### src/glob_cfg_pkg.sv
// Constants for the global control and status register bank
package glob_cfg_pkg;
  localparam int ADDR_W = 13;
  localparam int DATA_W = 32;
  // Register indices; byte address is four times the index
  localparam logic [10:0] IDX_REVISION = 11'h000;
  localparam logic [10:0] IDX_ERR_LOW = 11'h023;
  localparam logic [10:0] IDX_ERR_HIGH = 11'h024;
  localparam logic [10:0] IDX_SOFT_RESET = 11'h040;
  localparam logic [10:0] IDX_SETTINGS = 11'h041;
  localparam logic [10:0] IDX_OBSERVE = 11'h042;
  localparam logic [10:0] IDX_AUX_PIN = 11'h043;
  localparam logic [10:0] IDX_REF_CLOCK = 11'h044;
  localparam logic [10:0] IDX_IRQ_STATUS = 11'h045;
  localparam logic [10:0] IDX_IRQ_MASK = 11'h046;
  localparam logic [10:0] IDX_JIT_CFG = 11'h7e5;
  localparam logic [10:0] IDX_JIT_POS_LOW = 11'h7e6;
  localparam logic [10:0] IDX_JIT_POS_HIGH = 11'h7e7;
  localparam logic [10:0] IDX_JIT_NEG_LOW = 11'h7e8;
  localparam logic [10:0] IDX_JIT_NEG_HIGH = 11'h7e9;
  // Field positions
  localparam int SET_TICK_MASK = 0;
  localparam int SET_CHAN_MASK = 1;
  localparam int SET_PIN_STYLE = 2;
  localparam int SET_COPY = 4;
  localparam int AUX_WAY0 = 0;
  localparam int AUX_VALUE0 = 2;
  localparam int REF_T_SEL = 0;
  localparam int REF_T_EN = 1;
  localparam int REF_E_SEL = 2;
  localparam int REF_E_EN = 3;
  localparam int IRQ_TICK = 0;
  localparam int IRQ_CHAN = 1;
  // Reset values
  localparam logic [7:0] SETTINGS_RST = 8'h01;
  localparam logic [7:0] OBSERVE_RST = 8'h00;
  localparam logic [7:0] AUX_PIN_RST = 8'h0f;
  localparam logic [7:0] REF_CLOCK_RST = 8'h0f;
  localparam logic [7:0] IRQ_MASK_RST = 8'h00;
  localparam logic [7:0] JIT_CFG_RST = 8'h00;
  // Timing
  localparam longint CLK_HZ = 250_000_000;
  localparam longint SOFT_RESET_NS = 1000;
  localparam int SOFT_RESET_CYCLES = int'((SOFT_RESET_NS * CLK_HZ) / 1e9);
  localparam longint SECOND_CYCLES_DEF = CLK_HZ;
  localparam longint FRAME_HZ = 8000;
  localparam longint E_RATE_HZ = 2_048_000;
  localparam longint T_RATE_HZ = 1_544_000;
  localparam logic [31:0] INC_FRAME = 32'((FRAME_HZ << 32) / CLK_HZ);
  localparam logic [31:0] INC_E_RATE = 32'((E_RATE_HZ << 32) / CLK_HZ);
  localparam logic [31:0] INC_T_RATE = 32'((T_RATE_HZ << 32) / CLK_HZ);
endpackage : glob_cfg_pkg

### src/global_config_register_bank.sv
// Global control and status register bank on an Avalon-MM slave
//
// Summary of operation
// Writing reset register starts one-microsecond chip reset
// Read-only identification byte, low nibble is revision
// Copy bit broadcasts per-channel writes to all
// Style field picks open-drain or push-pull polarity
// Channel-mask bit suppresses every per-channel interrupt
// One-second timer raises masked-by-default interrupt
// Six-bit code selects observed receiver or transmitter
// Software avoids reserved observation codes
// Aux pin direction bit, one is input
// Aux value drives output or reports input
// E-rate clock pin released when disabled
// E-rate select picks frame rate or 2.048 MHz
// T-rate clock pin released when disabled
// Sixteen-bit error count as two bytes
// Channel-0 jitter peaks as split byte pairs
// Jitter meter halt, kind and bandwidth bits
// Reserved bits read zero, writes ignored
//
// Our own choice: the Avalon-MM register port.
`timescale 1ns/1ps
module global_config_register_bank
  import glob_cfg_pkg::*;
#(
  parameter int CHANNELS = 17,
  parameter logic [3:0] REVISION = 4'h0,
  // Arbitrary family nibble of the identification byte
  parameter logic [3:0] FAMILY = 4'ha,
  parameter int SECOND_CYCLES = int'(SECOND_CYCLES_DEF)
) (
  input wire logic clk,
  input wire logic rst_n,
  input wire logic [ADDR_W-1:0] avs_address,
  input wire logic avs_read,
  input wire logic avs_write,
  input wire logic [DATA_W-1:0] avs_writedata,
  input wire logic [3:0] avs_byteenable,
  output logic [DATA_W-1:0] avs_readdata,
  output logic avs_waitrequest,
  output logic soft_reset_active,
  input wire logic chan_wr_req,
  input wire logic [4:0] chan_wr_sel,
  output logic [CHANNELS-1:0] chan_wr_en,
  input wire logic [CHANNELS-1:0] chan_irq_status,
  output logic irq,
  output logic irq_pin_out,
  output logic irq_pin_oe,
  output logic observe_enable,
  output logic observe_is_tx,
  output logic [4:0] observe_channel,
  input wire logic [1:0] aux_pin_in,
  output logic [1:0] aux_pin_out,
  output logic [1:0] aux_pin_oe,
  output logic e_rate_clock_out,
  output logic e_rate_clock_oe,
  output logic t_rate_clock_out,
  output logic t_rate_clock_oe,
  input wire logic [15:0] error_count_value,
  input wire logic [11:0] positive_jitter_peak,
  input wire logic [11:0] negative_jitter_peak,
  output logic jitter_meter_halt,
  output logic jitter_meter_kind,
  output logic jitter_meter_bandwidth
);

  initial begin
    if (CHANNELS < 2 || CHANNELS > 32) begin
      $error("CHANNELS must lie between 2 and 32");
    end
    if (SECOND_CYCLES < 2) begin
      $error("SECOND_CYCLES must be at least 2");
    end
  end

  // Observation code: valid flag, transmitter flag, channel number
  function automatic logic [6:0] decode_observe(input logic [5:0] code);
    logic [6:0] res;
    res = 7'h00;
    if (code[4:0] != 5'h00 && (code[5] || code[4:0] <= 5'h10)) begin
      res = {1'b1, code[5], code[4:0]};
    end
    return res;
  endfunction : decode_observe

  localparam int TICK_W = $clog2(SECOND_CYCLES);
  localparam int SRST_W = $clog2(SOFT_RESET_CYCLES + 1);

  logic ack;
  logic [SRST_W-1:0] srst_cnt;
  logic [TICK_W-1:0] tick_cnt;
  logic [7:0] settings;
  logic [7:0] observe;
  logic [7:0] aux_pin;
  logic [7:0] ref_clock;
  logic [7:0] irq_status;
  logic [7:0] irq_mask;
  logic [7:0] jit_cfg;
  logic [7:0] rd_byte;
  logic [31:0] e_acc;
  logic [31:0] t_acc;

  wire [10:0] index = avs_address[ADDR_W-1:2];
  wire request = avs_read | avs_write;
  wire busy = srst_cnt != '0;
  wire taken = request & ack;
  wire wr_take = taken & avs_write & avs_byteenable[0];
  wire [7:0] wdata = avs_writedata[7:0];

  wire hit_revision = index == IDX_REVISION;
  wire hit_err_low = index == IDX_ERR_LOW;
  wire hit_err_high = index == IDX_ERR_HIGH;
  wire hit_soft_reset = index == IDX_SOFT_RESET;
  wire hit_settings = index == IDX_SETTINGS;
  wire hit_observe = index == IDX_OBSERVE;
  wire hit_aux = index == IDX_AUX_PIN;
  wire hit_ref = index == IDX_REF_CLOCK;
  wire hit_status = index == IDX_IRQ_STATUS;
  wire hit_mask = index == IDX_IRQ_MASK;
  wire hit_jit_cfg = index == IDX_JIT_CFG;
  wire hit_pos_low = index == IDX_JIT_POS_LOW;
  wire hit_pos_high = index == IDX_JIT_POS_HIGH;
  wire hit_neg_low = index == IDX_JIT_NEG_LOW;
  wire hit_neg_high = index == IDX_JIT_NEG_HIGH;

  // Bus: one wait cycle per access; a soft reset stalls the bus
  assign avs_waitrequest = request & (~ack | busy);
  wire next_ack = request & ~ack & ~busy;

  // Any value written to byte lane 0 of the reset register triggers it
  wire srst_start = wr_take & hit_soft_reset;
  assign soft_reset_active = busy;

  // Aux pin readback: inputs report the pin, outputs the stored level
  wire [1:0] aux_way = aux_pin[AUX_WAY0+1:AUX_WAY0];
  wire [1:0] aux_store = aux_pin[AUX_VALUE0+1:AUX_VALUE0];
  wire [1:0] aux_seen = (aux_way & aux_pin_in) | (~aux_way & aux_store);

  // Read views; reserved bits are tied to zero here as well as in storage
  wire [7:0] rd_id = {FAMILY, REVISION};
  wire [7:0] rd_settings = {3'b000, settings[4:0]};
  wire [7:0] rd_observe = {2'b00, observe[5:0]};
  wire [7:0] rd_aux = {4'h0, aux_seen, aux_way};
  wire [7:0] rd_ref = {4'h0, ref_clock[3:0]};
  wire [7:0] rd_status = {6'h00, irq_status[1:0]};
  wire [7:0] rd_mask = {6'h00, irq_mask[1:0]};
  wire [7:0] rd_jit_cfg = {5'h00, jit_cfg[2:0]};
  wire [7:0] rd_pos_high = {4'h0, positive_jitter_peak[11:8]};
  wire [7:0] rd_neg_high = {4'h0, negative_jitter_peak[11:8]};

  // Unmapped addresses read as zero
  assign rd_byte =
    hit_revision ? rd_id :
    hit_err_low ? error_count_value[7:0] :
    hit_err_high ? error_count_value[15:8] :
    hit_settings ? rd_settings :
    hit_observe ? rd_observe :
    hit_aux ? rd_aux :
    hit_ref ? rd_ref :
    hit_status ? rd_status :
    hit_mask ? rd_mask :
    hit_jit_cfg ? rd_jit_cfg :
    hit_pos_low ? positive_jitter_peak[7:0] :
    hit_pos_high ? rd_pos_high :
    hit_neg_low ? negative_jitter_peak[7:0] :
    hit_neg_high ? rd_neg_high :
    8'h00;

  always_ff @(posedge clk or negedge rst_n) begin
    if (!rst_n) begin
      ack <= 1'b0;
    end else begin
      ack <= next_ack;
    end
  end

  // Captured once per access, so the value stands while the master looks
  always_ff @(posedge clk or negedge rst_n) begin
    if (!rst_n) begin
      avs_readdata <= '0;
    end else if (next_ack) begin
      avs_readdata <= {24'h00_0000, rd_byte};
    end
  end

  // Soft reset counter; finishes within one microsecond
  wire [SRST_W-1:0] next_srst_cnt =
    srst_start ? SRST_W'(SOFT_RESET_CYCLES) :
    busy ? srst_cnt - SRST_W'(1) : srst_cnt;

  always_ff @(posedge clk or negedge rst_n) begin
    if (!rst_n) begin
      srst_cnt <= '0;
    end else begin
      srst_cnt <= next_srst_cnt;
    end
  end

  // Writable registers; one short process each, implemented bits only
  always_ff @(posedge clk or negedge rst_n) begin
    if (!rst_n) begin
      settings <= SETTINGS_RST;
    end else if (busy) begin
      settings <= SETTINGS_RST;
    end else if (wr_take && hit_settings) begin
      settings <= {3'b000, wdata[4:0]};
    end
  end

  always_ff @(posedge clk or negedge rst_n) begin
    if (!rst_n) begin
      observe <= OBSERVE_RST;
    end else if (busy) begin
      observe <= OBSERVE_RST;
    end else if (wr_take && hit_observe) begin
      observe <= {2'b00, wdata[5:0]};
    end
  end

  always_ff @(posedge clk or negedge rst_n) begin
    if (!rst_n) begin
      aux_pin <= AUX_PIN_RST;
    end else if (busy) begin
      aux_pin <= AUX_PIN_RST;
    end else if (wr_take && hit_aux) begin
      aux_pin <= {4'h0, wdata[3:0]};
    end
  end

  always_ff @(posedge clk or negedge rst_n) begin
    if (!rst_n) begin
      ref_clock <= REF_CLOCK_RST;
    end else if (busy) begin
      ref_clock <= REF_CLOCK_RST;
    end else if (wr_take && hit_ref) begin
      ref_clock <= {4'h0, wdata[3:0]};
    end
  end

  always_ff @(posedge clk or negedge rst_n) begin
    if (!rst_n) begin
      irq_mask <= IRQ_MASK_RST;
    end else if (busy) begin
      irq_mask <= IRQ_MASK_RST;
    end else if (wr_take && hit_mask) begin
      irq_mask <= {6'h00, wdata[1:0]};
    end
  end

  always_ff @(posedge clk or negedge rst_n) begin
    if (!rst_n) begin
      jit_cfg <= JIT_CFG_RST;
    end else if (busy) begin
      jit_cfg <= JIT_CFG_RST;
    end else if (wr_take && hit_jit_cfg) begin
      jit_cfg <= {5'h00, wdata[2:0]};
    end
  end

  assign jitter_meter_bandwidth = jit_cfg[0];
  assign jitter_meter_kind = jit_cfg[1];
  assign jitter_meter_halt = jit_cfg[2];

  // Per-channel write fan-out; the copy bit widens it to all channels
  genvar ch;
  generate
    for (ch = 0; ch < CHANNELS; ch++) begin : g_fanout
      assign chan_wr_en[ch] = chan_wr_req &
        (settings[SET_COPY] || chan_wr_sel == 5'(ch));
    end
  endgenerate

  // Observation select; channel zero and receiver codes above 16 decode to nothing
  wire [6:0] obs = decode_observe(observe[5:0]);
  assign observe_enable = obs[6];
  assign observe_is_tx = obs[5];
  assign observe_channel = obs[4:0];

  // Aux pins: way 1 is input, so the driver is released
  genvar pin;
  generate
    for (pin = 0; pin < 2; pin++) begin : g_aux
      assign aux_pin_oe[pin] = ~aux_way[pin];
      assign aux_pin_out[pin] = aux_store[pin];
    end
  endgenerate

  // One-second timer runs from the master clock
  wire tick = tick_cnt == TICK_W'(SECOND_CYCLES - 1);
  wire [TICK_W-1:0] next_tick_cnt = tick ? '0 : tick_cnt + TICK_W'(1);
  always_ff @(posedge clk or negedge rst_n) begin
    if (!rst_n) begin
      tick_cnt <= '0;
    end else begin
      tick_cnt <= next_tick_cnt;
    end
  end

  // Events: the set beats a same-cycle write-one clear
  wire chan_event = |chan_irq_status & ~settings[SET_CHAN_MASK];
  wire tick_event = tick & ~settings[SET_TICK_MASK];
  wire [7:0] clear = (wr_take && hit_status) ? wdata : 8'h00;
  wire [7:0] events = {6'h00, chan_event, tick_event};
  wire [7:0] next_irq_status = (irq_status & ~clear) | events;

  always_ff @(posedge clk or negedge rst_n) begin
    if (!rst_n) begin
      irq_status <= 8'h00;
    end else if (busy) begin
      irq_status <= 8'h00;
    end else begin
      irq_status <= next_irq_status;
    end
  end

  wire [1:0] irq_live = irq_status[1:0] & ~irq_mask[1:0];
  assign irq = |irq_live;

  // Pin style: X0 open drain low, 01 push-pull low, 11 push-pull high
  wire [1:0] style = settings[SET_PIN_STYLE+1:SET_PIN_STYLE];
  wire style_push_pull = style[0];
  wire style_active_high = style[1];
  assign irq_pin_oe = style_push_pull | irq;
  assign irq_pin_out =
    style_push_pull ? ~(style_active_high ^ irq) : 1'b0;

  // Step of a reference accumulator; the frame rate is the slow pick
  function automatic logic [31:0] rate_step(input logic fast_sel,
                                            input logic [31:0] fast_inc);
    return fast_sel ? fast_inc : INC_FRAME;
  endfunction : rate_step

  // Phase accumulators approximate the rate from 250 MHz; truncated steps run slightly slow
  wire [31:0] e_inc = rate_step(ref_clock[REF_E_SEL], INC_E_RATE);
  wire [31:0] t_inc = rate_step(ref_clock[REF_T_SEL], INC_T_RATE);

  always_ff @(posedge clk or negedge rst_n) begin
    if (!rst_n) begin
      e_acc <= '0;
    end else begin
      e_acc <= e_acc + e_inc;
    end
  end

  always_ff @(posedge clk or negedge rst_n) begin
    if (!rst_n) begin
      t_acc <= '0;
    end else begin
      t_acc <= t_acc + t_inc;
    end
  end

  // Edges jitter by one 4 ns period; fine for a reference output
  assign e_rate_clock_out = e_acc[31];
  assign t_rate_clock_out = t_acc[31];
  assign e_rate_clock_oe = ref_clock[REF_E_EN];
  assign t_rate_clock_oe = ref_clock[REF_T_EN];

endmodule : global_config_register_bank

### config.mk
export PLATFORM = sky130hd
export DESIGN_NAME = global_config_register_bank
export DESIGN_NICKNAME = d
export VERILOG_FILES = /design/src/glob_cfg_pkg.sv /design/src/global_config_register_bank.sv
export SDC_FILE = /design/constraint.sdc
export NUM_CORES = 1
export LEC_CHECK = 0
export BUFFER_PORTS_ARGS = -buffer_cell sky130_fd_sc_hd__clkbuf_2
export CORE_UTILIZATION = 60
export CTS_CLUSTER_DIAMETER = 100
export CTS_CLUSTER_SIZE = 10
export DETAILED_ROUTE_END_ITERATION = 12
export GPL_TIMING_DRIVEN = 0
export PLACE_DENSITY = 0.87
export REMOVE_ABC_BUFFERS = 1
export SETUP_SLACK_MARGIN = 0.2
export SYNTH_ARGS = -nofsm -noshare
export SYNTH_HDL_FRONTEND = slang
export SYNTH_SLANG_ARGS = --single-unit
### constraint.sdc
create_clock -name clk -period 4.4 [get_ports clk]
set_input_delay 0.22 -clock clk [delete_from_list [all_inputs] [get_ports clk]]
set_output_delay 0.22 -clock clk [all_outputs]
set_load 0.02 [all_outputs]
==> metrics.csv <==
stage,metric,value,unit
worst_setup_path,crit_path_start_kind,flop,
logic_synthesis,synth_xor_area_frac,0.0767,
drt,antenna_left,0,
clock_tree,cts_repair_resize_count,0,
logic_synthesis,synthFlopType,dfrtp_1,
floorplanning,die_h,121,µm
clock_tree,clkLatencyLatePin,0.43,ns
grt,grt_max_degree,111,
drt,wl,20.5,mm
logic_synthesis,avgSynthCellArea,8.96,µm²
floorplanning,die_x,121,µm
drt,highest_layer,met4,
clock_tree,clock-sinks,133,
drt,first_pass_iters,7,
sta,fmax,314,MHz
logic_synthesis,yosys_warnings,0,
logic_synthesis,ys_types,80,
worst_setup_path,cp.required,4.71,ns
logic_synthesis,synth-adder-area-share,0.0400,
placed_design,place_inst,1224,
logic_synthesis,synthCells,943,
floorplanning,core-area,13500,µm²
min_path,hp-class,input port to flop,
placed_design,port_buffers,134,
grt,grt_pass1_vias,7057,
drt,wire_per_inst,16.3,µm
pwr,p_per_area,297,nW/µm²
sta,hold_violations,0,
sta,worstMarginPinSlew,0.993,ns
clock_tree,clk_pin_slew,0.06,ns
logic_synthesis,yosys.area_share.simple,0.247,
grt,overflow,0,
logic_synthesis,yosysSeqAreaShare,0.395,
sta,finClkSkew,0.00709,ns
worst_setup_path,crit_arrival,3.49,ns
cells_and_area,final_cell_count_no_fill,1257,
logic_synthesis,synth-async-reset-ratio,1.00,
worst_setup_path,critPathCaptureType,flop,
worst_setup_path,crit_path_max_fanout,9,
flow_run,max_cap_viol_count,0,
cells_and_area,drive_above_1_share,0.179,
worst_setup_path,cp_slowest_cell,dfstp_2,
grt,grt_usage,0.291,
clock_tree,clockBufferDepth,2,
logic_synthesis,synth_top_family_by_area,simple AND/OR/NAND/NOR gates,
cells_and_area,num_antenna_cells,0,
logic_synthesis,synth_top_cell_by_area,dfrtp_1,
sta,drv_slew,0,
sta,relSlewSlack,0.337,
clock_tree,cts_inserted_buffers,17,
drt,drt-met1-wl,8.63,mm
drt,detail_route.vias_per_cell,6.13,
drt,wl_met2,9.84,mm
floorplanning,io_pins,190,
logic_synthesis,netlist_top_cells_area,"dfrtp_1 (37%), xnor2_1 (5.2%), nand3_1 (4.0%)",
placed_design,place.gp.congestion,0.935,
worst_setup_path,r2r.worst_path.cells,8,
cells_and_area,final_nets,1213,
cells_and_area,area.growth.synth_to_final,16.2,%
clock_tree,cts_tree,built,
sta,fin_crit,3.19,ns
floorplanning,row_count,42,
sta,finalSetupViolCount,0,
clock_tree,htreeDepth,4,
sta,tns,0,ns
drt,vias,7702,
logic_synthesis,synth_compound_area_frac,0.158,
min_path,hold_depth,3,
sta,fin_crit_sh,0.724,
grt,grt_pass1_wl,33.5,mm
pwr,leakage,0.00442,µW
floorplanning,dieArea,14600,µm²
drt,met3_length,1.45,mm
logic_synthesis,syn-cell-area,8450,µm²
clock_tree,root_buffer,clkbuf_16,
clock_tree,postCtsSetupRepairBufs,0,
clock_tree,ctsHoldBuffers,1,
worst_setup_path,path_class,flop to flop,
worst_setup_path,slowest_delay,0.67,ns
pwr,ir_drop,0.278,mV
drt,drc_errors,0,
drt,drt_iter0_drc,692,
status,status,completed,
logic_synthesis,synthMuxAreaShare,0.0287,
logic_synthesis,synth_top_area_share,0.367,
worst_setup_path,crit_chain,"inv_1, ha_1, o211ai_1, a211oi_1, o21ai_0, a21oi_1, nor4_1, a311o_1",
sta,rsz0062_at_grt,no,
floorplanning,start_util,0.625,
placed_design,hpwl,14.5,mm
logic_synthesis,synth_seq_cells,133,
grt,antenna_found_initial,0,
logic_synthesis,synth_edf_count,0,
worst max-delay path, delay by kind of cell, from the launching register on:
family	cells	cell delay [ns]
adder cells (fa/ha/maj)	1	0.35
AO/OA/AOI/OAI	5	1.75
buffers and inverters	1	0.19
flip-flops	1	0.67
AND/OR/NAND/NOR	1	0.09
synthesized netlist by cell type (13+ instances only):
| master | instances |
|---|---|
| nand2_1 | 85 |
| nor2b_1 | 22 |
| buf_4 | 26 |
| a21oi_1 | 52 |
| nand2b_1 | 13 |
| o21ai_0 | 22 |
| xnor2_1 | 50 |
| xor2_1 | 24 |
| nor3_1 | 29 |
| nor2_1 | 79 |
| dfrtp_1 | 124 |
| nor4_1 | 20 |
| and3_1 | 18 |
| clkbuf_1 | 22 |
| nand3_1 | 68 |
| inv_1 | 33 |
| mux2i_1 | 22 |
| ha_1 | 27 |
logic make-up after synthesis:
kind of cell,count (synthesis)
and+or+nand+nor,400
AOI/OAI and AO/OA,195
DFF,133
buffers and inverters,89
xor gates and xnor gates,74
adders and majority gates,27
muxes,24
other,1
power by group:
part,total (µW),leakage [µW],internal (µW),switching (µW)
Clock,1530,0.000300,990,539
Combinational,162,0.00247,54.8,108
Sequential,1230,0.00165,1230,0.678
Total,2920,0.00442,2270,647
sequential cells by signal, indices dropped and copies added (netlist names):
register and flops:
irq_status 2, jit_cfg 3, settings 5, irq_mask 2, e_acc 31, t_acc 31
tick_cnt 28, avs_readdata 8, observe 6, ack 1, aux_pin 4, srst_cnt 8
ref_clock 4
cells in the final DEF, fill, tap and decap left out, types with 20 or more instances in the layout:
| cell type | n |
|---|---|
| dfrtp_1 | 124 |
| nand3_1 | 68 |
| nor4_1 | 20 |
| xnor2_1 | 50 |
| o21ai_0 | 22 |
| xor2_1 | 24 |
| ha_1 | 27 |
| nor3_1 | 29 |
| mux2i_1 | 22 |
| nand2_1 | 85 |
| clkbuf_2 | 133 |
| a21oi_1 | 52 |
| inv_1 | 33 |
| conb_1 | 24 |
| nor2b_1 | 22 |
| nor2_1 | 79 |
final timing paths:
kind | start | endpoint | slack, ns
max | ref_clock[0] | t_acc[25] | 1.21
min | avs_writedata[5] | observe[5] | 0.04
max reg2reg | ref_clock[0] | t_acc[25] | 1.21
min reg2reg | t_acc[1] | t_acc[1] | 0.43
max in group asynchronous | rst_n | aux_pin[0] | 3.33
min in group asynchronous | rst_n | e_acc[29] | 0.27
stage by stage:
stage / util / worst slack, ns / cell area (µm²) / hold slack [ns] / total power (µW)
6_report: 0.727 / 1.21 / 9810 / 0.0445 / 2920
5_1_grt: 0.727 / 1.04 / 9810 / 0.0453 / 3000
4_1_cts: 0.727 / 1.23 / 9810 / 0.0369 / 2930
3_5_place_dp: 0.678 / 1.30 / 9160 / 0.112 / 1410
3_3_place_gp: 0.675 / 1.01 / 9120 / 0.416 / 1400
2_1_floorplan: - / 1.90 / 8230 / -0.0756 / 1310
routing by layer:
| layer | GRT usage | vias to the layer above |
|---|---|---|
| met3 | 0.0665 | 65 |
| met1 | 0.374 | 3676 |
| met2 | 0.476 | 337 |
| met5 | 0 | - |
| met4 | 0.118 | 0 |
| li1 | - | 3624 |
area by class of cell:
class,instances,area [µm²]
flip-flops and latches,133,3340
multi-input cells,744,4750
well taps,176,220
inverters,36,140
clock inverters,12,176
fillers,977,3690
clock buffers,20,467
repair buffers,136,717
Power figures use the tool's default switching activity.
